<file path="config.mk">
export PLATFORM = sky130hd
export DESIGN_NAME = rdsga_assembler
export DESIGN_NICKNAME = d
export VERILOG_FILES = /design/src/hdl/rdsga_pkg.sv /design/src/hdl/rdsga_fifo.sv /design/src/hdl/rdsga_assembler.sv
export VERILOG_INCLUDE_DIRS = /design/src /design/src/hdl
export SDC_FILE = /design/constraint.sdc
export NUM_CORES = 1
export LEC_CHECK = 0
export BUFFER_PORTS_ARGS = -buffer_cell sky130_fd_sc_hd__buf_4
export CAP_MARGIN = 20
export CORE_MARGIN = 2
export CORE_UTILIZATION = 30
export CTS_BUF_LIST = sky130_fd_sc_hd__clkbuf_4 sky130_fd_sc_hd__clkbuf_8
export CTS_CLUSTER_DIAMETER = 100
export CTS_CLUSTER_SIZE = 14
export DETAILED_ROUTE_END_ITERATION = 10
export SYNTH_ARGS = -nofsm -noshare
export SYNTH_HDL_FRONTEND = slang
export SYNTH_SLANG_ARGS = --single-unit
</file>
<file path="constraint.sdc">
create_clock -name clk -period 8.49 [get_ports clk]
set_clock_uncertainty 0.1 [all_clocks]
set_input_delay 1.2735 -clock clk [delete_from_list [all_inputs] [get_ports clk]]
set_output_delay 1.2735 -clock clk [all_outputs]
set_load 0.005 [all_outputs]
</file>
<file path="src/hdl/rdsga_params.svh">
`ifndef RDSGA_PARAMS_SVH
`define RDSGA_PARAMS_SVH

// ----------------------------------------------------------------------------
// Group geometry
// ----------------------------------------------------------------------------
`define RDSGA_GROUP_BITS  104
`define RDSGA_BLK_BITS    26
`define RDSGA_INFO_BITS   16
`define RDSGA_CHK_BITS    10
`define RDSGA_BLK_LAST    5'h19
`define RDSGA_BLK_MAX     2'h3

// ----------------------------------------------------------------------------
// Checkword generator and block offsets
// ----------------------------------------------------------------------------
`define RDSGA_POLY        10'h1B9
`define RDSGA_OFS_A       10'h0FC
`define RDSGA_OFS_B       10'h198
`define RDSGA_OFS_C       10'h168
`define RDSGA_OFS_CP      10'h350
`define RDSGA_OFS_D       10'h1B4

// ----------------------------------------------------------------------------
// Block 2 field positions
// ----------------------------------------------------------------------------
`define RDSGA_VER_BIT     11
`define RDSGA_TP_BIT      10
`define RDSGA_PTY_LSB     5

// ----------------------------------------------------------------------------
// Name group filler and user lists
// ----------------------------------------------------------------------------
`define RDSGA_AF_FILL     16'hE0CD
`define RDSGA_LIST_DEPTH  4
`define RDSGA_FIFO_DEPTH  8
`define RDSGA_USER_BITS   48
`define RDSGA_SLOTS       8

// ----------------------------------------------------------------------------
// Bit timing: rate in milli-bits per second, clock in Hz
// ----------------------------------------------------------------------------
`define RDSGA_CLK_HZ      250000000
`define RDSGA_RATE_MBPS   1187500
`define RDSGA_BIT_CYCLES  (64'd`RDSGA_CLK_HZ * 64'd1000 / 64'd`RDSGA_RATE_MBPS)

`endif

</file>
<file path="src/hdl/rdsga_pkg.sv">
// ----------------------------------------------------------------------------
// Shared types
// ----------------------------------------------------------------------------
package rdsga_pkg;
	// Serializer state
	typedef enum logic {
		ST_IDLE,
		ST_RUN
	} rdsga_state_t;

	// Source chosen by one slot of the sequence
	typedef enum logic [1:0] {
		SLOT_NAME,
		SLOT_LIST_FIRST,
		SLOT_LIST_SECOND,
		SLOT_SPARE
	} rdsga_slot_t;
endpackage : rdsga_pkg

</file>
<file path="src/hdl/rdsga_fifo.sv">
`timescale 1ns/1ps
`default_nettype none

// ----------------------------------------------------------------------------
// Flip-flop FIFO with valid and ready on both sides
// ----------------------------------------------------------------------------
module rdsga_fifo #(
	parameter int WIDTH = 49,
	parameter int DEPTH = 8
) (
	input  wire logic             clk,
	input  wire logic             rst,
	input  wire logic             in_valid,
	output logic                  in_ready,
	input  wire logic [WIDTH-1:0] in_data,
	output logic                  out_valid,
	input  wire logic             out_ready,
	output logic      [WIDTH-1:0] out_data
);
	localparam int AW = $clog2(DEPTH);

	logic [WIDTH-1:0] mem_ff [DEPTH];     // Storage
	logic [WIDTH-1:0] nxt_mem [DEPTH];
	logic [AW-1:0]    wr_ff, nxt_wr;      // Write index
	logic [AW-1:0]    rd_ff, nxt_rd;      // Read index
	logic [AW:0]      cnt_ff, nxt_cnt;    // Fill level
	logic             push, pop;

	// Honest flags straight from the fill level
	assign in_ready  = (cnt_ff != (AW+1)'(DEPTH));
	assign out_valid = (cnt_ff != '0);
	assign out_data  = mem_ff[rd_ff];
	assign push      = in_valid && in_ready;
	assign pop       = out_valid && out_ready;

	// Next pointers, level and storage
	always_comb begin
		nxt_mem = mem_ff;
		nxt_wr  = wr_ff;
		nxt_rd  = rd_ff;
		nxt_cnt = cnt_ff;
		if (push) begin
			nxt_mem[wr_ff] = in_data;
			nxt_wr = (wr_ff == AW'(DEPTH-1)) ? '0 : wr_ff + 1'b1;
		end
		if (pop) begin
			nxt_rd = (rd_ff == AW'(DEPTH-1)) ? '0 : rd_ff + 1'b1;
		end
		if (push && !pop) begin
			nxt_cnt = cnt_ff + 1'b1;
		end else if (pop && !push) begin
			nxt_cnt = cnt_ff - 1'b1;
		end
	end

	// Registers only
	always_ff @(posedge clk) begin
		if (rst) begin
			wr_ff  <= '0;
			rd_ff  <= '0;
			cnt_ff <= '0;
		end else begin
			wr_ff  <= nxt_wr;
			rd_ff  <= nxt_rd;
			cnt_ff <= nxt_cnt;
		end
		mem_ff <= nxt_mem;
	end
endmodule : rdsga_fifo

`default_nettype wire

</file>
<file path="src/hdl/rdsga_assembler.sv">
// Behaviour
// Group is 104 bits, four 26-bit blocks
// Block is 16 info bits plus 10-bit checkword
// Everything is sent most significant bit first
// Blocks and groups follow with no gaps
// Bits leave at 1187.5 bits per second
// Block 2 top four bits hold type
// Block 2 fifth bit selects version
// Version B repeats identifier in block 3
// Block 1 always carries the identifier
// Checkword and offset are computed internally
// Traffic and programme type ORed into block 2
// Transparent data groups map user words directly
// In-house groups map user words directly
// Identification 3A groups map user words directly
// Provider supplies 3A type and identifier
// User lists are retransmitted cyclically
// Configured sequence orders any group types
// Name sent over four consecutive name groups
// Checkword uses standard polynomial plus offset
`timescale 1ns/1ps
`default_nettype none
`include "rdsga_params.svh"

module rdsga_assembler #(
	parameter int BIT_CYCLES = int'(`RDSGA_BIT_CYCLES)    // Clocks per bit
) (
	input  wire logic        clk,
	input  wire logic        rst,
	input  wire logic        tx_enable,
	input  wire logic [15:0] pi_code,
	input  wire logic        tp_flag,
	input  wire logic [4:0]  pty_code,
	input  wire logic [63:0] ps_name,
	input  wire logic [15:0] seq_slots,
	input  wire logic        user_valid,
	output logic             user_ready,
	input  wire logic        user_list,
	input  wire logic [47:0] user_group,
	input  wire logic [1:0]  list_clear,
	output logic             rds_bit,
	output logic             rds_bit_valid,
	output logic             group_start
);
	localparam int LD = `RDSGA_LIST_DEPTH;
	// ------------------------------------------------------------------------
	// Checkword: remainder of word times x^10 over the generator
	// ------------------------------------------------------------------------
	function automatic logic [9:0] rdsga_chk(input logic [15:0] w);
		logic [9:0] r;
		logic       fb;
		r = '0;
		for (int i = 15; i >= 0; i--) begin
			fb = w[i] ^ r[9];
			r  = {r[8:0], 1'b0};
			if (fb) begin
				r = r ^ `RDSGA_POLY;
			end
		end
		return r;
	endfunction : rdsga_chk
	// ------------------------------------------------------------------------
	// Input FIFO and user group lists
	// ------------------------------------------------------------------------
	logic        f_valid;               // FIFO holds an entry
	logic        f_ready;               // Target list can take it
	logic [48:0] f_data;                // {list select, group}
	logic [1:0]  list_has;              // List not empty
	logic [1:0]  list_room;             // List not full
	logic [47:0] list_word [2];         // Entry at read pointer
	logic [1:0]  list_take;             // Advance read pointer
	rdsga_fifo #(
		.WIDTH (`RDSGA_USER_BITS + 1),
		.DEPTH (`RDSGA_FIFO_DEPTH)
	) u_fifo (
		.clk       (clk),
		.rst       (rst),
		.in_valid  (user_valid),
		.in_ready  (user_ready),
		.in_data   ({user_list, user_group}),
		.out_valid (f_valid),
		.out_ready (f_ready),
		.out_data  (f_data)
	);
	// A full list stalls the FIFO, which then back-pressures the source
	assign f_ready = list_room[f_data[48]];
	for (genvar g = 0; g < 2; g++) begin : g_list
		logic [47:0] mem_ff [LD];          // Stored groups
		logic [47:0] nxt_mem [LD];
		logic [2:0]  cnt_ff, nxt_cnt;      // Entries stored
		logic [1:0]  rd_ff, nxt_rd;        // Next entry to send
		logic        wr;
		assign wr           = f_valid && f_ready && (f_data[48] == 1'(g));
		assign list_has[g]  = (cnt_ff != 3'h0);
		assign list_room[g] = (cnt_ff != 3'(LD)) && !list_clear[g];
		assign list_word[g] = mem_ff[rd_ff];
		// Append, cycle and clear
		always_comb begin
			nxt_mem = mem_ff;
			nxt_cnt = cnt_ff;
			nxt_rd  = rd_ff;
			if (list_clear[g]) begin
				nxt_cnt = 3'h0;
				nxt_rd  = 2'h0;
			end else begin
				if (wr) begin
					nxt_mem[cnt_ff[1:0]] = f_data[47:0];
					nxt_cnt = cnt_ff + 3'h1;
				end
				if (list_take[g]) begin
					// Wrap to the first entry: endless repetition
					nxt_rd = ({1'b0, rd_ff} == cnt_ff - 3'h1) ? 2'h0 : rd_ff + 2'h1;
				end
			end
		end
		// Registers only
		always_ff @(posedge clk) begin
			if (rst) begin
				cnt_ff <= 3'h0;
				rd_ff  <= 2'h0;
			end else begin
				cnt_ff <= nxt_cnt;
				rd_ff  <= nxt_rd;
			end
			mem_ff <= nxt_mem;
		end
	end
	// ------------------------------------------------------------------------
	// Next group selection and assembly
	// ------------------------------------------------------------------------
	rdsga_pkg::rdsga_slot_t slot;        // Source of the next group
	logic [2:0]  slot_ff, nxt_slot;      // Sequence position
	logic [1:0]  seg_ff, nxt_seg;        // Name segment
	logic [47:0] src;                    // Raw blocks 2 to 4
	logic [15:0] nb2, nb3, nb4;          // Assembled blocks 2 to 4
	logic [15:0] b2_ff, b3_ff, b4_ff;    // Group on air
	logic [15:0] nxt_b2, nxt_b3, nxt_b4;
	logic        load_grp;               // Commit next group
	logic        use_name;
	assign slot = rdsga_pkg::rdsga_slot_t'(seq_slots[{slot_ff, 1'b0} +: 2]);
	// Pick the source; empty list falls back to a name group
	always_comb begin
		use_name  = 1'b0;
		list_take = 2'b00;
		if (slot == rdsga_pkg::SLOT_LIST_FIRST && list_has[0]) begin
			src = list_word[0];
			list_take[0] = load_grp;
		end else if (slot == rdsga_pkg::SLOT_LIST_SECOND && list_has[1]) begin
			src = list_word[1];
			list_take[1] = load_grp;
		end else begin
			use_name = 1'b1;
			// Type 0A, segment address in the low bits, two characters
			src = {11'h000, 3'h0, seg_ff, `RDSGA_AF_FILL, ps_name[{~seg_ff, 4'h0} +: 16]};
		end
		// User words land as typed: 5A, 6A, 3A pass through; 5B and 6B take the identifier in block 3
		nb2 = src[47:32] | {5'h00, tp_flag, pty_code, 5'h00};
		nb3 = nb2[`RDSGA_VER_BIT] ? pi_code : src[31:16];
		nb4 = src[15:0];
	end
	// Advance the sequence when a group is committed
	always_comb begin
		nxt_slot = slot_ff;
		nxt_seg  = seg_ff;
		nxt_b2   = b2_ff;
		nxt_b3   = b3_ff;
		nxt_b4   = b4_ff;
		if (load_grp) begin
			nxt_slot = slot_ff + 3'h1;
			nxt_b2   = nb2;
			nxt_b3   = nb3;
			nxt_b4   = nb4;
			if (use_name) begin
				nxt_seg = seg_ff + 2'h1;
			end
		end
	end
	// Registers only
	always_ff @(posedge clk) begin
		if (rst) begin
			slot_ff <= 3'h0;
			seg_ff  <= 2'h0;
			b2_ff   <= 16'h0000;
			b3_ff   <= 16'h0000;
			b4_ff   <= 16'h0000;
		end else begin
			slot_ff <= nxt_slot;
			seg_ff  <= nxt_seg;
			b2_ff   <= nxt_b2;
			b3_ff   <= nxt_b3;
			b4_ff   <= nxt_b4;
		end
	end

	// ------------------------------------------------------------------------
	// Bit timing and serializer
	// ------------------------------------------------------------------------
	rdsga_pkg::rdsga_state_t state_ff, nxt_state;
	logic [17:0] div_ff, nxt_div;        // Clocks into current bit
	logic [4:0]  bit_ff, nxt_bit;        // Bit within block
	logic [1:0]  blk_ff, nxt_blk;        // Block within group
	logic [25:0] shr_ff, nxt_shr;        // Block being shifted
	logic        out_ff, nxt_out;
	logic        vld_ff, nxt_vld;
	logic        gst_ff, nxt_gst;
	logic        tick;                   // End of a bit period
	logic [15:0] nword;                  // Next block's information word
	logic [9:0]  nofs;                   // Next block's offset
	assign tick = (state_ff == rdsga_pkg::ST_RUN) && (div_ff == 18'(BIT_CYCLES - 1));
	// Information word and offset of the block after the current one
	always_comb begin
		case (blk_ff)
			2'h0: begin
				nword = b2_ff;
				nofs  = `RDSGA_OFS_B;
			end
			2'h1: begin
				nword = b3_ff;
				nofs  = b2_ff[`RDSGA_VER_BIT] ? `RDSGA_OFS_CP : `RDSGA_OFS_C;
			end
			2'h2: begin
				nword = b4_ff;
				nofs  = `RDSGA_OFS_D;
			end
			default: begin
				nword = pi_code;
				nofs  = `RDSGA_OFS_A;
			end
		endcase
	end
	// Sequencing of bits, blocks and groups
	always_comb begin
		nxt_state = state_ff;
		nxt_div   = div_ff;
		nxt_bit   = bit_ff;
		nxt_blk   = blk_ff;
		nxt_shr   = shr_ff;
		nxt_out   = out_ff;
		nxt_vld   = 1'b0;
		nxt_gst   = 1'b0;
		load_grp  = 1'b0;
		case (state_ff)
			rdsga_pkg::ST_IDLE: begin
				nxt_out = 1'b0;
				if (tx_enable) begin
					// First block of the first group
					load_grp  = 1'b1;
					nxt_shr   = {pi_code, rdsga_chk(pi_code) ^ `RDSGA_OFS_A};
					nxt_div   = 18'h00000;
					nxt_bit   = 5'h00;
					nxt_blk   = 2'h0;
					nxt_state = rdsga_pkg::ST_RUN;
				end
			end
			default: begin
				nxt_div = tick ? 18'h00000 : div_ff + 18'h00001;
				if (tick) begin
					nxt_out = shr_ff[25];
					nxt_vld = 1'b1;
					nxt_gst = (bit_ff == 5'h00) && (blk_ff == 2'h0);
					nxt_shr = {shr_ff[24:0], 1'b0};
					nxt_bit = bit_ff + 5'h01;
					if (bit_ff == `RDSGA_BLK_LAST) begin
						// Next block loads at once, no idle bit
						nxt_bit = 5'h00;
						nxt_blk = blk_ff + 2'h1;
						nxt_shr = {nword, rdsga_chk(nword) ^ nofs};
						if (blk_ff == `RDSGA_BLK_MAX) begin
							load_grp = tx_enable;
							if (!tx_enable) begin
								nxt_state = rdsga_pkg::ST_IDLE;
							end
						end
					end
				end
			end
		endcase
	end
	// Registers only
	always_ff @(posedge clk) begin
		if (rst) begin
			state_ff <= rdsga_pkg::ST_IDLE;
			div_ff   <= 18'h00000;
			bit_ff   <= 5'h00;
			blk_ff   <= 2'h0;
			shr_ff   <= 26'h0000000;
			out_ff   <= 1'b0;
			vld_ff   <= 1'b0;
			gst_ff   <= 1'b0;
		end else begin
			state_ff <= nxt_state;
			div_ff   <= nxt_div;
			bit_ff   <= nxt_bit;
			blk_ff   <= nxt_blk;
			shr_ff   <= nxt_shr;
			out_ff   <= nxt_out;
			vld_ff   <= nxt_vld;
			gst_ff   <= nxt_gst;
		end
	end
	assign rds_bit       = out_ff;
	assign rds_bit_valid = vld_ff;
	assign group_start   = gst_ff;
endmodule : rdsga_assembler

`default_nettype wire

</file>
Word level (Yosys, flattened, before mapping). Index checks and enable logic that the tools add are counted.

Input port bits: 157. Flip-flop bits (word level): 904. Word-level logic and storage cells: 363. Output and inout bits: 4.

Equal/unequal tests: 16. Reduce and logical (&&, ||, !) cells: 35. Bitwise logic cells: 75. Shift operators: 2. Magnitude comparators: 10. $add $sub $neg: 15. Muxes and demuxes: 174.

Operator list (count): $mux 10 (81); $bwmux 392 (1); $bwmux 192 (2); $mux 48 (8); $mux 9 (32); $bmux 48 s2 (2); $demux 48 s2 (2); $not 6->6 (31); $bmux 49 s3 (1); $demux 49 s3 (1); $mux 49 (3); $mux 26 (4); $shiftx 64x7->16 (1); $mux 18 (3); $pmux 16 s3 (1); $pmux 10 s3 (1); $xor 1x1->1 (30); $mux 5 (4); $add 18x1->18 const B (1); $eq 18x18->1 const B (1); $mux 1 (17); $mux 16 (1); $or 16x11->16 (1); $shiftx 16x5->2 (1); 38 further kinds (97).

Depth between registers and ports, before layout. Gate-level depths: netlist of run 1.

Word-level depth: 85. Gate-level depth with buffers: 14. Mapped depth without buffers: 14.

By module. A second synthesis of run 1 with hierarchy kept.

Cell total of the unflattened synthesis: 2130. Area, all modules: 37742.4 sq um.

By module, submodules not included: rdsga_assembler (times used 1, cells an instance 1491, seq. area each 13893.3 sq um, area an instance 22066.2 sq um); rdsga_fifo (times used 1, cells an instance 639, seq. area each 11971.5 sq um, area an instance 15676.3 sq um).

Worst setup path after synthesis of run 1. Ideal clock, no wire load.

Path kind: input to register. Start: input user_valid. End: register u_fifo.mem_ff[343] (netlist bit), enable pin. Arrival time: 6.097 ns. Setup slack: 1.716 ns. Buffers on the path: 0. Data required time: 7.813 ns. Stages: 2. Library setup time: 0.577 ns. Cells stage by stage: nand2_1 -> nor4_1.

Cells in the longest elaborated chain, start to end: 1.

RTL lines: from (decl) (RTL line rdsga_assembler.sv:36) `input wire logic user_valid,`; $logic_and 1x1->1 (RTL line rdsga_fifo.sv:33) `assign push = in_valid && in_ready;`; to (signal assigned) (RTL line rdsga_fifo.sv:67) `mem_ff <= nxt_mem;`; to (decl) (RTL line rdsga_fifo.sv:22) `logic [WIDTH-1:0] mem_ff [DEPTH];`.

Every way passes these cells. A chain may end at the register's enable or synchronous reset.

Final worst setup path of run 1.
Start: register u_fifo.rd_ff[0]. End: register g_list[1].mem_ff[2] (netlist bit), enable pin.

Cells in the longest elaborated chain, start to end: 9.

RTL lines: from (decl) (RTL line rdsga_fifo.sv:25) `logic [AW-1:0] rd_ff, nxt_rd;`; from (signal assigned) (RTL line rdsga_fifo.sv:64) `rd_ff <= nxt_rd;`; $not 3->4 (not written as such) * (RTL line rdsga_fifo.sv:32) `assign out_data = mem_ff[rd_ff];`; $bmux 49 s3 * (RTL line rdsga_fifo.sv:32); $mux 49 (not written as such) * (2 in series) (RTL line rdsga_fifo.sv:32); $mux 1 (not written as such) (2 in series) (RTL line rdsga_assembler.sv:86) `assign f_ready = list_room[f_data[48]];`; $logic_and 1x1->1 (RTL line rdsga_assembler.sv:93) `assign wr = f_valid && f_ready && (f_data[48] == 1'(g));`; $logic_and 1x1->1 * (RTL line rdsga_assembler.sv:93); $reduce_and 2->1 (no source line) *; to (signal assigned) (RTL line rdsga_assembler.sv:125) `mem_ff <= nxt_mem;`; to (decl) (RTL line rdsga_assembler.sv:88) `logic [47:0] mem_ff [LD];`.

Every way passes the cells marked *; elsewhere a longest branch is shown, timed or not. The select of a mux whose other input is x is not followed.

==> impl_metrics.json, run 1 <==
{
  "status": "completed",
  "pwr-share-comb": 0.206,
  "syn-instance-count": 2135,
  "ctsResizeCount": 0,
  "clk_transition_reported_paths_ns": 0.11,
  "worst_slew_pin_slew_ns": 1.03,
  "nFillCells": 11700,
  "track_usage": 0.136,
  "yosysSeqAreaShare": 0.696,
  "synth_seq_cells": 904,
  "startpoint_type": "register",
  "hold_viol_final": 0,
  "dp_hpwl_um": 56600,
  "core_area_sq_um": 123000,
  "swShare": 0.272,
  "stdcell_area_sq_um": 41700,
  "cp.required_ns": 8.72,
  "grt_pass1_vias": 20000,
  "areaGrowthSynthToFinish_pct": 12.4,
  "power_density_nw_per_um2": 240,
  "dominantRegCellSynth": "edfxtp_1",
  "clock_path_buffers": 3,
  "critical_path_class": "register to register",
  "vias": 19700,
  "worstPathMaxFanout": 38,
  "r2r_setup_slack_ns": 3.94,
  "clkPwrFrac": 0.240,
  "fmax_mhz": 220,
  "dr.pass1.iters": 8,
  "worstPathArrival_ns": 4.78,
  "final_max_slew_viol_count": 0,
  "cts_inserted_buffers": 75,
  "synth.distinct_cells": 52,
  "viasPerCell": 4.98,
  "cts_tree": "yes",
  "hp-class": "register to register",
  "peakVddDrop_uv": 115,
  "cts_max_level": 3,
  "synth_edf_count": 776,
  "antenna_found_initial": 13,
  "finalSetupTns_ns": 0,
  "use_met2": 0.227,
  "rsz0062_at_grt": "false",
  "synth.net_count": 2322,
  "ys_top_cells_by_area": "edfxtp_1 (63%), mux4_2 (13%), dfxtp_1 (6.9%)",
  "synth_top_area_share": 0.627,
  "use_met1": 0.182,
  "critPathCaptureType": "register",
  "post_cts_buffers": 0,
  "clockRootBuffer": "clkbuf_8",
  "die_w_um": 356,
  "synth_commonest_cells": "edfxtp_1 (776), mux4_2 (214), nand2_1 (133), dfxtp_1 (128), clkbuf_1 (109)",
  "initial_core_util": 0.301,
  "dieArea_sq_um": 127000,
  "drtIter0Drc": 1991,
  "yosysTopAreaCell": "edfxtp_1",
  "grt_busiest_layer": "met2",
  "netlist_area_sq_um": 37100,
  "regArea_sq_um": 25900,
  "ioPinCount": 161,
  "portBuffers": 160,
  "grt_pass1_wl_um": 129000,
  "fin_crit_ns": 4.55,
  "final_net_count": 2465,
  "yosysWarnings": 0,
  "cts_sinks": 904,
  "antenna_left": 0,
  "drc_errors": 0,
  "postPlaceCellArea_sq_um": 40300,
  "cts_hold_buf": 0,
  "syn_avg_cell_area_sq_um": 17.4,
  "fp-row-count": 129,
  "clk_latency_ns": 0.72,
  "wl_um": 88000,
  "post-route-period-util": 0.536,
  "drv_cap": 0,
  "grt-ovfl-total": 0,
  "drive_above_1_share": 0.265,
  "gp_congestion": 0.871,
  "use_met3": 0.0264,
  "yosysMostFrequentCell": "edfxtp_1",
  "die_y_um": 356,
  "slew_headroom": 0.310,
  "routedWlPerCell_um": 22.2,
  "grt_max_degree": 87,
  "multi_input_area_sq_um": 10700,
  "seq_power_share": 0.553,
  "p_int_w": 0.00728,
  "async_flop_share": 0,
  "switching_power_w": 0.00272,
  "setup_viol": 0,
  "leakage_nw": 12.9
}
-- per-layer routing --
| metal | share of wire | wire length [um] |
|---|---|---|
| met1 | 0.43 | 38100 |
| met2 | 0.49 | 42900 |
| met3 | 0.057 | 5030 |
| met4 | 0.021 | 1890 |
| met5 | 0.0014 | 127 |
-- area by class of cell --
class / count / share of cell area
antenna: 1 / 0.0000600
multi-input combinational: 1066 / 0.257
clock buffer: 108 / 0.0307
inverter: 29 / 0.00261
timing repair buffer: 202 / 0.0368
clock inverter: 10 / 0.00321
tap: 1637 / 0.0491
sequential: 904 / 0.620
-- sequential cells by signal (all words and copies together) (netlist names) --
name and cells:
rds_bit 1, b3_ff 16, bit_ff 5, group_start 1, u_fifo.cnt_ff 4, shr_ff 26, u_fifo.wr_ff 3, g_list.cnt_ff 6
slot_ff 3, u_fifo.mem_ff 392, u_fifo.rd_ff 3, seg_ff 2, div_ff 18, b4_ff 16, g_list.mem_ff 384, rds_bit_valid 1
blk_ff 2, g_list.rd_ff 4, state_ff 1, b2_ff 16
-- cell usage in the layout, fill, tap and decap left out, drive strengths merged, types with 13 or more instances in the layout --
master / count
a311oi: 25
a222oi: 13
a21oi: 93
clkbuf: 108
nor3: 40
xnor2: 86
a211oi: 13
edfxtp: 776
inv: 34
nor2: 101
dfxtp: 128
mux4: 214
o211ai: 33
mux2i: 22
nand3: 24
mux2: 50
o21ai: 27
a221oi: 13
nand2: 133
ha: 29
a22oi: 29
buf: 202
xor2: 36
-- worst max-delay path: stages, from the launching register on --
cell,delay [ns]
dfxtp_4,0.75
mux4_2,0.58
mux2i_1,0.49
mux2i_1,0.16
a21oi_1,0.41
inv_1,0.21
nor2_1,0.45
and2_2,0.43
buf_4,0.53
-- kinds of logic after synthesis --
logic type,Yosys count,synth area share
xor+xnor,133,0.0357
compound gates,272,0.0488
simple gates,345,0.0410
buf+inv,165,0.0171
fa+ha+maj,30,0.0103
flops,904,0.696
mux,286,0.151
-- final timing paths --
check                  startpoint  cells after the start             endpoint
setup / recovery  u_fifo.rd_ff[0]                      8  g_list[1].mem_ff[2]
setup reg to reg  u_fifo.rd_ff[0]                      8  g_list[1].mem_ff[2]
hold reg to reg        shr_ff[22]                      2           shr_ff[22]
hold / removal         shr_ff[22]                      2           shr_ff[22]
-- per-stage QoR --
| step | instances | utilization | hold slack, ns | setup slack, ns | power, W |
|---|---|---|---|---|---|
| after CTS | 3954 | 0.338 | 0.361 | 3.89 | 0.0101 |
| after detailed placement | 3836 | 0.327 | 0.346 | 3.92 | 0.00773 |
| after floorplan | 2135 | - | 0.331 | 1.72 | 0.00704 |
| after global placement | 3836 | 0.327 | 0.343 | 4.12 | 0.00766 |
| after global routing | 3956 | 0.338 | 0.385 | 3.61 | 0.0104 |
| final | 3957 | 0.338 | 0.360 | 3.94 | 0.0100 |
-- power by group through the flow --
stage	Clock (W)	Combinational [W]	Sequential, W
floorplan	0	0.00148	0.00555
global placement	0	0.00205	0.00562
detailed placement	0	0.00209	0.00564
CTS	0.00249	0.00210	0.00554
global route	0.00264	0.00224	0.00556
finish	0.00240	0.00207	0.00553
No activity file was read; power rests on OpenSTA's default activity.
==> inputs of run 2 (changes only) <==
- clock period: 8.49 -> 4.7 ns (I/O delays scaled with it)
==> impl_metrics.json, run 2 (synthesis results as in run 1) <==
{
  "gp_congestion": 0.910,
  "antenna_found_initial": 9,
  "ioPinCount": 161,
  "whs_ns": 0.109,
  "swShare": 0.270,
  "reg_top3": "u_fifo.mem_ff x392, g_list.mem_ff x384, shr_ff x26",
  "drv_cap": 0,
  "drtIter0Drc": 1645,
  "dp_hpwl_um": 59900,
  "grt_max_degree": 69,
  "routedWlPerCell_um": 23.1,
  "track_usage": 0.143,
  "grt-ovfl-total": 0,
  "rsz0062_at_grt": "false",
  "critPathCaptureType": "register",
  "initial_core_util": 0.301,
  "die_y_um": 356,
  "cts_sinks": 904,
  "wl_um": 92000,
  "cts_hold_buf": 0,
  "grt_pass1_vias": 20300,
  "cts_inserted_buffers": 74,
  "slowest_stage": "ha_1",
  "clk_latency_ns": 0.71,
  "fp-row-count": 129,
  "core_area_sq_um": 123000,
  "setup_viol": 0,
  "dieArea_sq_um": 127000,
  "final_net_count": 2489,
  "cts_tree": "yes",
  "worstPathArrival_ns": 4.50,
  "dr.pass1.iters": 5,
  "hold_viol_final": 0,
  "worstPathCellList": "inv_1 > ha_1 > a22oi_1 > a21oi_1 > xnor2_1 > xnor3_1 > xnor3_2 > xnor3_1 > xor2_1 > a21oi_1 > nor3_1",
  "worstPathMaxFanout": 19,
  "post_cts_buffers": 0,
  "portBuffers": 160,
  "leakage_nw": 13.0,
  "final_common_cell": "edfxtp_1",
  "critical_path_class": "register to register",
  "power_density_nw_per_um2": 431,
  "mostFrequentLayoutCells": "edfxtp_1 (776), mux4_2 (214), buf_4 (212)",
  "die_w_um": 356,
  "layout.cells.non_filler": 3979,
  "final_max_slew_viol_count": 0,
  "crit_family": "XOR/XNOR gates",
  "clk_transition_reported_paths_ns": 0.10,
  "cp.buffers_inverters": 1,
  "post-route-period-util": 0.865,
  "cts_max_level": 3,
  "regArea_sq_um": 25900,
  "startpoint_type": "register",
  "clkPwrFrac": 0.238,
  "vias": 20000,
  "switching_power_w": 0.00490,
  "top_register": "u_fifo.mem_ff",
  "nFillCells": 11600,
  "drive_above_1_share": 0.271,
  "areaGrowthSynthToFinish_pct": 13.2,
  "seq_power_share": 0.547,
  "viasPerCell": 5.02,
  "cp.required_ns": 5.13,
  "drc_errors": 0,
  "largest_reg_flops": 392,
  "clockRootBuffer": "clkbuf_8",
  "fin_crit_ns": 4.07,
  "peakVddDrop_uv": 218,
  "p_int_w": 0.0132,
  "grt_pass1_wl_um": 135000,
  "ctsResizeCount": 0,
  "dp.cells": 3863,
  "critPathMaxStageDelay_ns": 0.65,
  "antenna_left": 0,
  "status": "completed",
  "worst_slew_pin_slew_ns": 0.982,
  "multi_input_area_sq_um": 10800,
  "hp-class": "primary input to register",
  "clock_path_buffers": 3,
  "slew_headroom": 0.345,
  "pwr-share-comb": 0.214,
  "fmax_mhz": 246
}
==> run 2: cell count changes in the layout (fill, tap and decap cells not counted), moves of 2 or more <==
| cell | before | now |
|---|---|---|
| diode_2 | 1 | 3 |
| inv_12 | 3 | 1 |
| buf_4 | 201 | 212 |
| buf_12 | 0 | 15 |
| inv_8 | 0 | 3 |
| clkinv_8 | 4 | 0 |
==> run 2: final cells by class <==
class,count,area share
inverter,29,0.00259
timing repair buffer,227,0.0450
clock buffer,107,0.0303
sequential,904,0.615
antenna,3,0.000178
tap,1637,0.0487
multi-input combinational,1066,0.256
clock inverter,6,0.00211
==> run 2: worst paths after layout <==
path	to	cells after the start	start	slack (ns)
min	g_list[1].cnt_ff[2]	2	list_clear[1]	0.11
max	shr_ff[7]	11	blk_ff[0]	0.63
min reg2reg	shr_ff[13]	2	shr_ff[13]	0.36
max reg2reg	shr_ff[7]	11	blk_ff[0]	0.63
==> run 2: layer usage <==
layer,GRT usage,wire (um),up-vias
met4,0.0299,1530,10
met5,0,56,-
met1,0.197,40900,10500
met2,0.235,44200,588
li1,-,-,8785
met3,0.0254,5280,97
==> run 2: worst register-to-register path, stage by stage (launching register included) <==
cell and delay (ns):
dfxtp_1 0.39, inv_1 0.12, ha_1 0.65, a22oi_1 0.21, a21oi_1 0.32, xnor2_1 0.34
xnor3_1 0.57, xnor3_2 0.44, xnor3_1 0.39, xor2_1 0.15, a21oi_1 0.15, nor3_1 0.06
==> run 2: through the flow <==
stage               area (sq um)  power, W  TNS, ns  utilization  setup slack (ns)
finish                     42100    0.0181        0        0.341             0.635
global route               42100    0.0189        0        0.341             0.346
CTS                        42100    0.0183        0        0.341             0.641
detailed placement         40700    0.0140        0        0.330             0.703
global placement           40700    0.0139        0        0.330             0.752
floorplan                  37200    0.0127   -29.83            -            -0.203
==> run 2: power by group through the flow <==
| stage | clock network, W | logic [W] | registers, W |
|---|---|---|---|
| after detailed placement | 0 | 0.00392 | 0.0101 |
| after global routing | 0.00473 | 0.00421 | 0.00996 |
| after global placement | 0 | 0.00384 | 0.0101 |
| after floorplan | 0 | 0.00268 | 0.0100 |
| after CTS | 0.00446 | 0.00394 | 0.00992 |
| final | 0.00431 | 0.00388 | 0.00991 |
